**config.mk**
```make
export PLATFORM = sky130hd
export DESIGN_NAME = can_txrq
export DESIGN_NICKNAME = d
export VERILOG_FILES = /design/src/can_txrq_pkg.sv /design/src/can_prio_enc.sv /design/src/can_obj_flags.sv /design/src/can_txrq.sv
export SDC_FILE = /design/constraint.sdc
export NUM_CORES = 2
export LEC_CHECK = 0
export BUFFER_PORTS_ARGS = -buffer_cell sky130_fd_sc_hd__buf_2
export CELL_PAD_IN_SITES_DETAIL_PLACEMENT = 0
export CELL_PAD_IN_SITES_GLOBAL_PLACEMENT = 1
export CORE_MARGIN = 2
export CORE_UTILIZATION = 50
export DETAILED_ROUTE_END_ITERATION = 7
export PLACE_DENSITY_LB_ADDON = 0.1
export RECOVER_POWER = 25
export SLEW_MARGIN = 40
export SYNTH_ARGS = -nofsm -noshare
export SYNTH_HDL_FRONTEND = slang
export SYNTH_SLANG_ARGS = --single-unit
```
**constraint.sdc**
```tcl
create_clock -name i_core_clk -period 197.9 [get_ports i_core_clk]
set_input_delay 39.58 -clock i_core_clk [delete_from_list [all_inputs] [get_ports i_core_clk]]
set_output_delay 39.58 -clock i_core_clk [all_outputs]
set_load 0.005 [all_outputs]
```
**src/can_txrq_pkg.sv**
```systemverilog
package can_txrq_pkg;

    // Object store geometry
    localparam int NUM_OBJ = 32;
    localparam int OBJ_W = 5;
    localparam int ADDR_W = 12;
    localparam int ID_W = 29;
    localparam int FLAG_W = 4;

    // Register byte offsets
    localparam logic [11:0] CTRL_OFS = 12'h000;
    localparam logic [11:0] IF_ID_OFS = 12'h004;
    localparam logic [11:0] IF_DATA_OFS = 12'h008;
    localparam logic [11:0] IF_XFER_OFS = 12'h00c;
    localparam logic [11:0] PEND_OFS = 12'h010;
    localparam logic [11:0] OBJ_BASE_OFS = 12'h100;

    // Object window decode: base bits above the index, index position
    localparam int OBJ_IDX_LSB = 2;
    localparam int OBJ_BASE_LSB = 7;

    // Per-object flag field positions
    localparam int FLAG_RQST = 0;
    localparam int FLAG_NEW_DATA_FLAG = 1;
    localparam int FLAG_INTERRUPT_PENDING_FLAG = 2;
    localparam int FLAG_TRANSMIT_INTERRUPT_ENABLE = 3;

    // Control register field positions
    localparam int CTRL_DAR_BIT = 0;
    localparam int CTRL_ST_LSB = 8;
    localparam int CTRL_BLK_BIT = 16;
    localparam int CTRL_CUR_LSB = 24;

    // Transfer command: object index low, flags from this bit up
    localparam int XFER_FLAG_LSB = 8;

    // Reset values
    localparam logic CTRL_DAR_RST = 1'b0;
    localparam logic [FLAG_W-1:0] FLAGS_RST = 4'h0;

    // Transmit engine states
    typedef enum logic [1:0] {
        TX_IDLE = 2'b00,
        TX_PREP = 2'b01,
        TX_BUSY = 2'b10
    } tx_state_e;

endpackage

```
**src/can_prio_enc.sv**
```systemverilog
`timescale 1ns/1ps
`default_nettype none

// Lowest set index wins, so object 1 (index 0) has the highest priority
module can_prio_enc
    import can_txrq_pkg::*;
#(
    parameter int N = 32,
    parameter int W = 5
)
(
    input wire logic [N-1:0] i_req,
    output logic o_any,
    output logic [W-1:0] o_idx
);

    // Scan downward so the last hit is the lowest index
    always_comb
    begin
        o_idx = '0;
        for (int i = N - 1; i >= 0; i--)
        begin
            if (i_req[i])
            begin
                o_idx = W'(i);
            end
        end
        o_any = |i_req;
    end

endmodule
`default_nettype wire

```
**src/can_obj_flags.sv**
```systemverilog
`timescale 1ns/1ps
`default_nettype none

// Control flags of one message object
module can_obj_flags
    import can_txrq_pkg::*;
(
    input wire logic i_core_clk,
    input wire logic i_rst_n,
    input wire logic i_wr,
    input wire logic [FLAG_W-1:0] i_wdata,
    input wire logic i_sent,
    input wire logic i_clr,
    input wire logic i_drop,
    output logic [FLAG_W-1:0] o_flags
);

    typedef struct packed {
        logic [FLAG_W-1:0] f;
    } flags_s;

    flags_s st_r;
    flags_s st_nxt;

    // Host load beats engine clears; a completed send still sets pending
    always_comb
    begin
        st_nxt = st_r;
        if (i_wr)
        begin
            st_nxt.f = i_wdata;
            st_nxt.f[FLAG_INTERRUPT_PENDING_FLAG] = i_wdata[FLAG_INTERRUPT_PENDING_FLAG]
                | (i_sent & st_r.f[FLAG_TRANSMIT_INTERRUPT_ENABLE]);
        end
        else
        begin
            if (i_sent && st_r.f[FLAG_TRANSMIT_INTERRUPT_ENABLE])
            begin
                st_nxt.f[FLAG_INTERRUPT_PENDING_FLAG] = 1'b1;
            end
            if (i_clr)
            begin
                st_nxt.f[FLAG_RQST] = 1'b0;
                st_nxt.f[FLAG_NEW_DATA_FLAG] = 1'b0;
            end
            if (i_drop)
            begin
                st_nxt.f[FLAG_RQST] = 1'b0;
            end
        end
    end

    always_ff @(posedge i_core_clk or negedge i_rst_n)
    begin
        if (!i_rst_n)
        begin
            st_r <= '{f: FLAGS_RST};
        end
        else
        begin
            st_r <= st_nxt;
        end
    end

    assign o_flags = st_r.f;
endmodule
`default_nettype wire

```
**src/can_txrq.sv**
```systemverilog
`timescale 1ns/1ps
`default_nettype none

// How it works
// - A sent object loses request and new-data; pending sets only if enabled.
// - A request dropped without sending keeps new-data and pending unchanged.
// - Normal mode retries and serves every pending request, no count limit.
// - Lower object number wins; object 32 is lowest priority.
// - A blocked request re-arms on bus activity or any request being set.
// - Transferred content goes next; an ongoing send never alters it.
module can_txrq
    import can_txrq_pkg::*;
(
    input wire logic i_core_clk,
    input wire logic i_reset_n,
    input wire logic [ADDR_W-1:0] i_addr,
    input wire logic [31:0] i_wdata,
    input wire logic i_wr,
    input wire logic i_rd,
    output logic [31:0] o_rdata,
    input wire logic i_tx_start,
    input wire logic i_tx_done,
    input wire logic i_tx_fail,
    input wire logic i_bus_activity,
    output logic o_tx_valid,
    output logic [OBJ_W-1:0] o_tx_obj,
    output logic [ID_W-1:0] o_tx_id,
    output logic [31:0] o_tx_data
);

    typedef struct packed {
        logic retransmission_disable;
        logic [ID_W-1:0] if_id;
        logic [31:0] if_data;
        logic [NUM_OBJ-1:0][ID_W-1:0] obj_id;
        logic [NUM_OBJ-1:0][31:0] obj_data;
        tx_state_e st;
        logic [OBJ_W-1:0] cur;
        logic changed;
        logic blocked;
        logic [ID_W-1:0] tx_id;
        logic [31:0] tx_data;
        logic [31:0] rdata;
    } core_s;

    core_s st_r;
    core_s st_nxt;
    logic [1:0] rst_sync_r;
    logic rst_n;
    logic [NUM_OBJ-1:0] obj_wr;
    logic [FLAG_W-1:0] obj_wdata;
    logic [NUM_OBJ-1:0] rqst;
    logic [NUM_OBJ-1:0] new_data_flag;
    logic [NUM_OBJ-1:0] interrupt_pending_flag;
    logic [NUM_OBJ-1:0] transmit_interrupt_enable;
    logic [NUM_OBJ-1:0][FLAG_W-1:0] flags;
    logic any_rq;
    logic [OBJ_W-1:0] enc_idx;
    logic sent;
    logic clr;
    logic drop;
    logic any_set;
    logic obj_sel;
    logic [OBJ_W-1:0] xfer_idx;

    ////////////////////////////////////////////////////////////////////////
    // Reset release through two flops; assertion stays asynchronous
    always_ff @(posedge i_core_clk or negedge i_reset_n)
    begin
        if (!i_reset_n)
        begin
            rst_sync_r <= 2'b00;
        end
        else
        begin
            rst_sync_r <= {rst_sync_r[0], 1'b1};
        end
    end

    assign rst_n = rst_sync_r[1];

    ////////////////////////////////////////////////////////////////////////
    // Per-object flags and priority pick
    for (genvar g = 0; g < NUM_OBJ; g++)
    begin : g_obj
        can_obj_flags u_flags (
            .i_core_clk(i_core_clk),
            .i_rst_n(rst_n),
            .i_wr(obj_wr[g]),
            .i_wdata(obj_wdata),
            .i_sent(sent && st_r.cur == OBJ_W'(g)),
            .i_clr(clr && st_r.cur == OBJ_W'(g)),
            .i_drop(drop && st_r.cur == OBJ_W'(g)),
            .o_flags(flags[g])
        );
        assign rqst[g] = flags[g][FLAG_RQST];
        assign new_data_flag[g] = flags[g][FLAG_NEW_DATA_FLAG];
        assign interrupt_pending_flag[g] = flags[g][FLAG_INTERRUPT_PENDING_FLAG];
        assign transmit_interrupt_enable[g] = flags[g][FLAG_TRANSMIT_INTERRUPT_ENABLE];
    end

    can_prio_enc #(
        .N(NUM_OBJ),
        .W(OBJ_W)
    ) u_enc (
        .i_req(rqst),
        .o_any(any_rq),
        .o_idx(enc_idx)
    );

    assign obj_sel = i_addr[ADDR_W-1:OBJ_BASE_LSB] == OBJ_BASE_OFS[ADDR_W-1:OBJ_BASE_LSB]
        && i_addr[OBJ_IDX_LSB-1:0] == 2'b00;
    assign xfer_idx = i_wdata[OBJ_W-1:0];

    ////////////////////////////////////////////////////////////////////////
    // Register writes, transmit engine and read data
    always_comb
    begin
        st_nxt = st_r;
        obj_wr = '0;
        obj_wdata = FLAGS_RST;
        sent = 1'b0;
        clr = 1'b0;
        drop = 1'b0;
        st_nxt.rdata = 32'h0000_0000;

        // Software side
        if (i_wr)
        begin
            case (i_addr)
                CTRL_OFS: st_nxt.retransmission_disable = i_wdata[CTRL_DAR_BIT];
                IF_ID_OFS: st_nxt.if_id = i_wdata[ID_W-1:0];
                IF_DATA_OFS: st_nxt.if_data = i_wdata;
                IF_XFER_OFS:
                begin
                    obj_wr[xfer_idx] = 1'b1;
                    obj_wdata = i_wdata[XFER_FLAG_LSB +: FLAG_W];
                    st_nxt.obj_id[xfer_idx] = st_r.if_id;
                    st_nxt.obj_data[xfer_idx] = st_r.if_data;
                end
                default:
                begin
                    if (obj_sel)
                    begin
                        obj_wr[i_addr[OBJ_IDX_LSB +: OBJ_W]] = 1'b1;
                        obj_wdata = i_wdata[FLAG_W-1:0];
                    end
                end
            endcase
        end
        any_set = (|obj_wr) && obj_wdata[FLAG_RQST];

        // Recovery from a cancelled preparation
        if (any_set || i_bus_activity)
        begin
            st_nxt.blocked = 1'b0;
        end

        case (st_r.st)
            TX_IDLE:
            begin
                if (any_rq && !st_r.blocked)
                begin
                    st_nxt.st = TX_PREP;
                    st_nxt.cur = enc_idx;
                    st_nxt.tx_id = st_r.obj_id[enc_idx];
                    st_nxt.tx_data = st_r.obj_data[enc_idx];
                end
            end
            TX_PREP:
            begin
                // Cancel follows the live flag, so a re-set is seen at once
                if (!rqst[st_r.cur])
                begin
                    st_nxt.st = TX_IDLE;
                    st_nxt.blocked = !any_set;
                end
                else if (i_tx_start)
                begin
                    st_nxt.st = TX_BUSY;
                    st_nxt.changed = obj_wr[st_r.cur];
                end
                else if (i_tx_fail)
                begin
                    // Slot lost before start: no retry in no-retransmit mode
                    st_nxt.st = TX_IDLE;
                    drop = st_r.retransmission_disable && !obj_wr[st_r.cur];
                end
                else
                begin
                    // Keep the offer fresh: higher priority or new content
                    st_nxt.cur = enc_idx;
                    st_nxt.tx_id = st_r.obj_id[enc_idx];
                    st_nxt.tx_data = st_r.obj_data[enc_idx];
                end
            end
            TX_BUSY:
            begin
                if (obj_wr[st_r.cur])
                begin
                    st_nxt.changed = 1'b1;
                end
                if (i_tx_done)
                begin
                    st_nxt.st = TX_IDLE;
                    sent = 1'b1;
                    clr = !st_r.changed && !obj_wr[st_r.cur];
                end
                else if (i_tx_fail)
                begin
                    st_nxt.st = TX_IDLE;
                    // Normal mode keeps the request for the next slot
                    drop = st_r.retransmission_disable && !st_r.changed && !obj_wr[st_r.cur];
                end
            end
            default: st_nxt.st = TX_IDLE;
        endcase

        // Read answer stands only in the cycle after the strobe
        if (i_rd)
        begin
            case (i_addr)
                CTRL_OFS:
                begin
                    st_nxt.rdata[CTRL_DAR_BIT] = st_r.retransmission_disable;
                    st_nxt.rdata[CTRL_ST_LSB +: 2] = st_r.st;
                    st_nxt.rdata[CTRL_BLK_BIT] = st_r.blocked;
                    st_nxt.rdata[CTRL_CUR_LSB +: OBJ_W] = st_r.cur;
                end
                IF_ID_OFS: st_nxt.rdata[ID_W-1:0] = st_r.if_id;
                IF_DATA_OFS: st_nxt.rdata = st_r.if_data;
                PEND_OFS: st_nxt.rdata = rqst;
                default:
                begin
                    if (obj_sel)
                    begin
                        st_nxt.rdata[FLAG_W-1:0] = flags[i_addr[OBJ_IDX_LSB +: OBJ_W]];
                    end
                end
            endcase
        end
    end

    always_ff @(posedge i_core_clk or negedge rst_n)
    begin
        if (!rst_n)
        begin
            st_r <= '0;
            st_r.retransmission_disable <= CTRL_DAR_RST;
            st_r.st <= TX_IDLE;
        end
        else
        begin
            st_r <= st_nxt;
        end
    end

    assign o_rdata = st_r.rdata;
    assign o_tx_valid = st_r.st == TX_PREP;
    assign o_tx_obj = st_r.cur;
    assign o_tx_id = st_r.tx_id;
    assign o_tx_data = st_r.tx_data;
endmodule
`default_nettype wire

```
; ---- After elaboration in Yosys (flattened, before gate mapping)
; Index checks and enable logic that the tools add are counted.
[op_classes]
magnitude_cmp = 6
eq_ne = 44
muxes = 228
n_bitwise = 64
reduce_logical = 253
[op_table]
columns = cell, count
row1 = $bwmux 1024, 1
row2 = $bwmux 928, 1
row3 = $mux 61, 4
row4 = $mux 5, 34
row5 = $bmux 32 s5, 1
row6 = $demux 32 s5, 1
row7 = $mux 32, 5
row8 = $bmux 29 s5, 1
row9 = $demux 29 s5, 1
row10 = $logic_and 1x1->1, 137
row11 = $reduce_bool 2->1, 66
row12 = $pmux 61 s2, 1
row13 = $mux 3, 32
row14 = $reduce_bool 3->1, 32
row15 = $mux 1, 82
row16 = $eq 5x5->1 const B, 16
row17 = $mux 2, 36
row18 = $pmux 32 s2, 1
row19 = $reduce_or 32->1, 2
row20 = $mux 29, 2
row21 = $eq 5x4->1 const B, 8
row22 = $and 1x1->1, 32
row23 = $or 1x1->1, 32
row24 = $eq 12x4->1 const B, 2
row25 = 38 further kinds, 65
[word_totals]
register_bits = 2246
in_bits = 52
out_inout_bits = 99
elab_cells = 798

; ---- Logic depth before layout (Yosys ltp)
[depth]
ltp_word = 38
ltp_mapped = 13

; ---- Cells and area by module
; A second synthesis with hierarchy kept.
[hier_totals]
hier_cells = 6640
area_unflattened_um2 = 103165.2
[by_module_without_submodules]
columns = module, n_inst, cells_per_inst, area_each_um2
row1 = can_txrq, 1, 6223, 97815.1
row2 = can_obj_flags, 32, 11, 155.1
row3 = can_prio_enc, 1, 65, 385.4

; ---- Least setup slack after synthesis
; Ideal clock, no wire load.
[synth_path]
path_type = input to register
startpoint = input port i_addr[4]
endpoint = register g_obj[23].u_flags.st_r, in the netlist g_obj[23].u_flags.o_flags[1]
setup_ns = 0.145
arrival_time_ns = 42.016
t_required_ns = 197.755
slack_ns = 155.740
path_stages = 11
n_path_buf = 3
path_cell_list = buf_2 > or4_1 > clkbuf_1 > nand2_1 > a211o_1 > o22ai_1 > a2111oi_2 > a22oi_4 > nor3_4 > buf_4 > a31oi_1
[synth_between]
elab_chain_len = 15
[synth_lines]
columns = element, line_no
row1 = start: declaration, can_txrq.sv:16  ; input wire logic [ADDR_W-1:0] i_addr,
row2 = $lt 5x6->1 (implied by the code) / $ge 5x1->1 (equally long branches), can_txrq.sv:145  ; obj_wr[i_addr[OBJ_IDX_LSB +: OBJ_W]] = 1'b1;
row3 = $logic_and 1x1->1 (implied by the code), can_txrq.sv:145
row4 = $mux 1 (implied by the code), can_txrq.sv:145
row5 = $demux 1 s5, can_txrq.sv:145
row6 = $mux 32, can_txrq.sv:143  ; if (obj_sel)
row7 = $pmux 32 s2, can_txrq.sv:130  ; case (i_addr)
row8 = $mux 32, can_txrq.sv:128  ; if (i_wr)
row9 = $bmux 1 s5, can_txrq.sv:207  ; clr = !st_r.changed && !obj_wr[st_r.cur];
row10 = $mux 1 (implied by the code), can_txrq.sv:207
row11 = $logic_not 1->1, can_txrq.sv:207
row12 = $logic_and 1x1->1, can_txrq.sv:207
row13 = $mux 1, can_txrq.sv:203  ; if (i_tx_done)
row14 = $mux 1, can_txrq.sv:159  ; case (st_r.st)
row15 = $logic_and 1x1->1, can_txrq.sv:92  ; .i_clr(clr && st_r.cur == OBJ_W'(g)),
row16 = $reduce_bool 2->1 (no line), n/a
row17 = end signal: assignment, can_obj_flags.sv:57  ; st_r <= '{f: FLAGS_RST};
row18 = end signal: assignment, can_obj_flags.sv:61  ; st_r <= st_nxt;
row19 = end: declaration, can_obj_flags.sv:22  ; flags_s st_r;
; Several ways; a longest one is shown, not always the timed one. The select of a mux whose other input is x is not followed.
; A chain may end at the register's enable or synchronous reset.

; ---- Final worst setup path
[layout_path]
startpoint = input port i_addr[4]
endpoint = register g_obj[5].u_flags.st_r, in the netlist g_obj[5].u_flags.o_flags[0]
[layout_between]
elab_chain_len = 18
[layout_lines]
columns = element, line_no
row1 = $lt 5x6->1 (implied by the code) / $ge 5x1->1 (equally long branches), can_txrq.sv:145
row2 = $logic_and 1x1->1 (implied by the code), can_txrq.sv:145
row3 = $mux 1 (implied by the code), can_txrq.sv:145
row4 = $demux 1 s5, can_txrq.sv:145
row5 = $mux 32, can_txrq.sv:143
row6 = $pmux 32 s2, can_txrq.sv:130
row7 = $mux 32, can_txrq.sv:128
row8 = $bmux 1 s5, "can_txrq.sv:187, can_txrq.sv:207, can_txrq.sv:213"
row9 = (+2 left out), n/a
row10 = $logic_and 1x1->1, can_txrq.sv:187  ; drop = st_r.retransmission_disable && !obj_wr[st_r.cur];
row11 = $mux 1, can_txrq.sv:183  ; else if (i_tx_fail)
row12 = $mux 1, can_txrq.sv:178  ; else if (i_tx_start)
row13 = $mux 1, can_txrq.sv:173  ; if (!rqst[st_r.cur])
row14 = $pmux 1 s2, can_txrq.sv:159
row15 = $logic_and 1x1->1, can_txrq.sv:93  ; .i_drop(drop && st_r.cur == OBJ_W'(g)),
row16 = $mux 1, can_obj_flags.sv:46  ; if (i_drop)
row17 = $mux 3, can_obj_flags.sv:29  ; if (i_wr)
row18 = end signal: assignment, can_obj_flags.sv:57
row19 = end signal: assignment, can_obj_flags.sv:61
row20 = end: declaration, can_obj_flags.sv:22
; Several ways; a longest one is shown, not always the timed one. The select of a mux whose other input is x is not followed.

==> impl_metrics.csv <==
group,metric,value,unit
status,run_status,"finished, violations left",
status,violations,"design-rule violations, max-capacitance violations, max-slew violations",
placement,port_buffers,150,
layout,area_growth_syn_to_layout,10.4,%
pwr,power_leakage,0.0549,uW
clock_network,cts_made_buffers,237,
setup_path,cp-start-kind,"input pin",
min_path,hp-class,"reg2reg",
detailed_routing,drt_wl_total,360000,um
layout,design_area,115000,sq um
die,die_width,460,um
yosys,synthCells,8748,
pwr,clkPwrFrac,40.0,%
setup_path,crit_path_cell_trace,"buf_2 -> nor3_4 -> nand3_2 -> nor4_4 -> buf_4 -> o211ai_1 -> nor2_1 -> o31ai_1 -> a22oi_4 -> nor2_2 -> buf_4 -> a41oi_1",
pwr,switchingPower,367,uW
global_routing,grt_max_degree,152,
global_routing,grtUsageTotal,33.7,%
detailed_routing,routedWlPerCell,31.6,um
timing,slew_headroom,-274,%
detailed_routing,viasPerCell,6.58,
clock_network,cts_root_buffer,"clkbuf_16",
clock_network,cts_max_path_buffers,3,
pwr,switching_share,31.8,%
clock_network,cts_resized,0,
setup_path,path_class,"in2reg",
clock_network,clk_pin_slew_worst_paths,0.06,ns
setup_path,slowest_delay,0.73,ns
clock_network,h-tree-depth,4,
setup_path,critPathBufInv,3,
placement,hpwl,199000,um
yosys,synth_flop_cell,"dfrtp_1",
layout,final_nets,8454,
pwr,vdd_drop_max,0.0132,mV
layout,nFillCells,17487,
timing,fin_skew,0.0466,ns
yosys,yosysWarnings,0,
yosys,yosysUniqueCellTypes,87,
yosys,synth_most_common_cell,"dfrtp_1",
clock_network,postCtsSetupRepairBufs,0,
timing,period_share,21.7,%
yosys,yosys-top-cells-area,"dfrtp_1 (54%), mux2_2 (21%), nand2_1 (3.4%)",
timing,rsz0062_at_grt,"no",
job,cap_violations,17,
timing,finalHoldViolCount,0,
global_routing,overflow,0,
die,io_pins,151,
yosys,yosys.area.top_type,"dfrtp_1",
layout,final_core_util,55.5,%
setup_path,crit_top_cell,"buf_4",
global_routing,grt_pass1_wl,527000,um
clock_network,cts.hold.buffers_added,0,
yosys,synth_top_area_share,54.0,%
timing,whs,0.348,ns
setup_path,cp_max_fo,32,
yosys,yosysSeqAreaShare,54.0,%
timing,setup_violations,0,
setup_path,crit_family,"simple AND/OR/NAND/NOR gates",
detailed_routing,drtPass1Iterations,8,
detailed_routing,dr_total_vias,74987,
die,dieHeight,460,um
timing,finalSetupTns,0,ns
timing,tightestPinTransition,5.61,ns
min_path,min_from,"rst_sync_r[0]",
pwr,pwr-share-comb,19.0,%
setup_path,cp.arrival,43.87,ns
yosys,avgSynthCellArea,11.9,sq um
timing,post-route-min-period,43.04,ns
yosys,yosys-top-cells-count,"dfrtp_1 (2246), mux2_2 (1937), nand2_1 (935)",
pwr,intPower,787,uW
pwr,seq_power_share,40.9,%
clock_network,clock_latency,0.92,ns
layout,drive_gt1_share,33.4,%
detailed_routing,ant_nets,0,
yosys,synthArstFlopShare,100,%
detailed_routing,drc,5,
yosys,synth_edf_count,0,
timing,max_clock_freq,23.2,MHz
setup_path,r2r_slack,184.20,ns
setup_path,worst_setup_path_end_kind,"flip-flop",
timing,slew_viol_final,1121,
placement,place_area,107000,sq um
global_routing,antenna_found_initial,18,
die,rows,167,
clock_network,tritoncts,"built",
global_routing,grt_pass1_vias,74762,
setup_path,ff2ff_path_depth,8,
setup_path,slowest_stage,"nor3_4",
min_path,hold_path_end,"rst_sync_r[1]",
pwr,power.density,10.0,nW/um^2
die,die_area,212000,sq um
setup_path,critPathRequiredTime,198.73,ns
detailed_routing,drt_iter0_drc,8480,
yosys,synth.net_count,8804,
clock_network,clkSinkCount,2246,
yosys,synthesis.area,104000,sq um
yosys,synth_seq_cells,2246,
min_path,min_path_cells,0,
setup_path,r2r_end,"st_r[1448]",
die,core_area,207000,sq um
placement,place_congestion,0.885,
setup_path,r2r-start,"rst_sync_r[1]",
die,initial_utilization,50.3,%
[through the flow]
| step | std cells | setup slack (ns) | total power (uW) |
|---|---|---|---|
| after detailed placement | 10938 | 153.94 | 696 |
| after floorplan | 8748 | 130.66 | 608 |
| after global placement | 10922 | 153.96 | 693 |
| final | 11399 | 154.86 | 1150 |
| after global routing | 11398 | 154.65 | 1190 |
| after CTS | 11388 | 154.87 | 1160 |
[sequential cells by signal, summed over array words and instances, names as in the netlist]
name	count
o_tx_id	29
st_r	2018
g_obj.u_flags.o_flags	128
o_tx_data	32
o_tx_obj	5
rst_sync_r	2
o_rdata	32
[how the worst max path moves through the flow]
stage | from | to | slack, ns | cells past startpoint
final | i_addr[4] | g_obj[5].u_flags.o_flags[0] | 154.86 | 12
after global routing | i_addr[7] | g_obj[21].u_flags.o_flags[0] | 154.65 | 12
after CTS | i_addr[1] | g_obj[19].u_flags.o_flags[1] | 154.87 | 11
after detailed placement | i_addr[1] | g_obj[24].u_flags.o_flags[0] | 153.94 | 12
after global placement | i_addr[3] | g_obj[17].u_flags.o_flags[1] | 153.96 | 12
after floorplan | rst_sync_r[1] | g_obj[0].u_flags.o_flags[0] | 130.66 | 0
[placed cells by master, fill, tap and decap left out, types with 20 or more instances in the layout]
master	synthesis	layout
a221o_1	48	48
clkbuf_8	0	77
nand4_1	55	55
a31oi_1	156	156
mux4_2	41	41
nor4_1	33	30
mux2_2	1937	1937
o2111ai_1	23	22
and3_1	65	65
a222oi_1	57	57
nand3_1	468	468
a32oi_1	84	84
nor3_1	139	130
inv_1	30	29
nand2_1	935	928
clkbuf_16	0	242
o31a_1	20	20
mux2i_1	120	120
buf_4	109	158
a211o_1	21	21
buf_2	116	156
a21o_1	20	20
dfrtp_1	2246	2228
o211ai_1	87	87
a221oi_1	298	298
clkbuf_1	715	80
o21ai_0	233	233
a211oi_1	40	40
clkinv_2	0	47
a22oi_1	38	38
buf_6	1	33
nor2_1	105	92
a21oi_1	233	233
[metal layers]
metal  up-vias  GRT usage, %  wire length [um]
met1     39943          47.9            156000
met5         -             0                87
li1      31306             -                 -
met4        12          10.5             11200
met2      3106          52.9            166000
met3       620          5.68             26900
[layout make-up]
class	instances	area [sq um]	share of cell area (%)
Timing Repair Buffer	395	3020	2.63
Clock buffer	377	7300	6.35
Tap cell	2788	3490	3.03
Inverter	30	118	0.102
Clock inverter	73	840	0.730
Antenna cell	2	5.00	0.00435
Sequential cell	2246	56200	48.9
Multi-Input combinational cell	5488	44000	38.2
[power groups by stage]
stage / Sequential (uW) / Clock (uW) / Combinational (uW)
6_report: 472 / 462 / 220
5_1_grt: 472 / 488 / 232
4_1_cts: 472 / 468 / 216
3_5_place_dp: 480 / 0 / 215
3_3_place_gp: 480 / 0 / 212
2_1_floorplan: 484 / 0 / 124
[cells by family (layout without fill, tap and decap cells)]
family / Yosys count / after routing / share of synthesized area (%)
flip-flops: 2246 / 2246 / 54.0
multiplexers: 2098 / 2098 / 23.0
AND/OR/NAND/NOR: 1924 / 1924 / 8.66
AO/OA/AOI/OAI: 1461 / 1461 / 10.1
buffers and inverters: 1014 / 875 / 4.20
adder cells (fa/ha/maj): 4 / 4 / 0.0481
other: 1 / 3 / 0.00360
(Power assumes the default switching activity.)
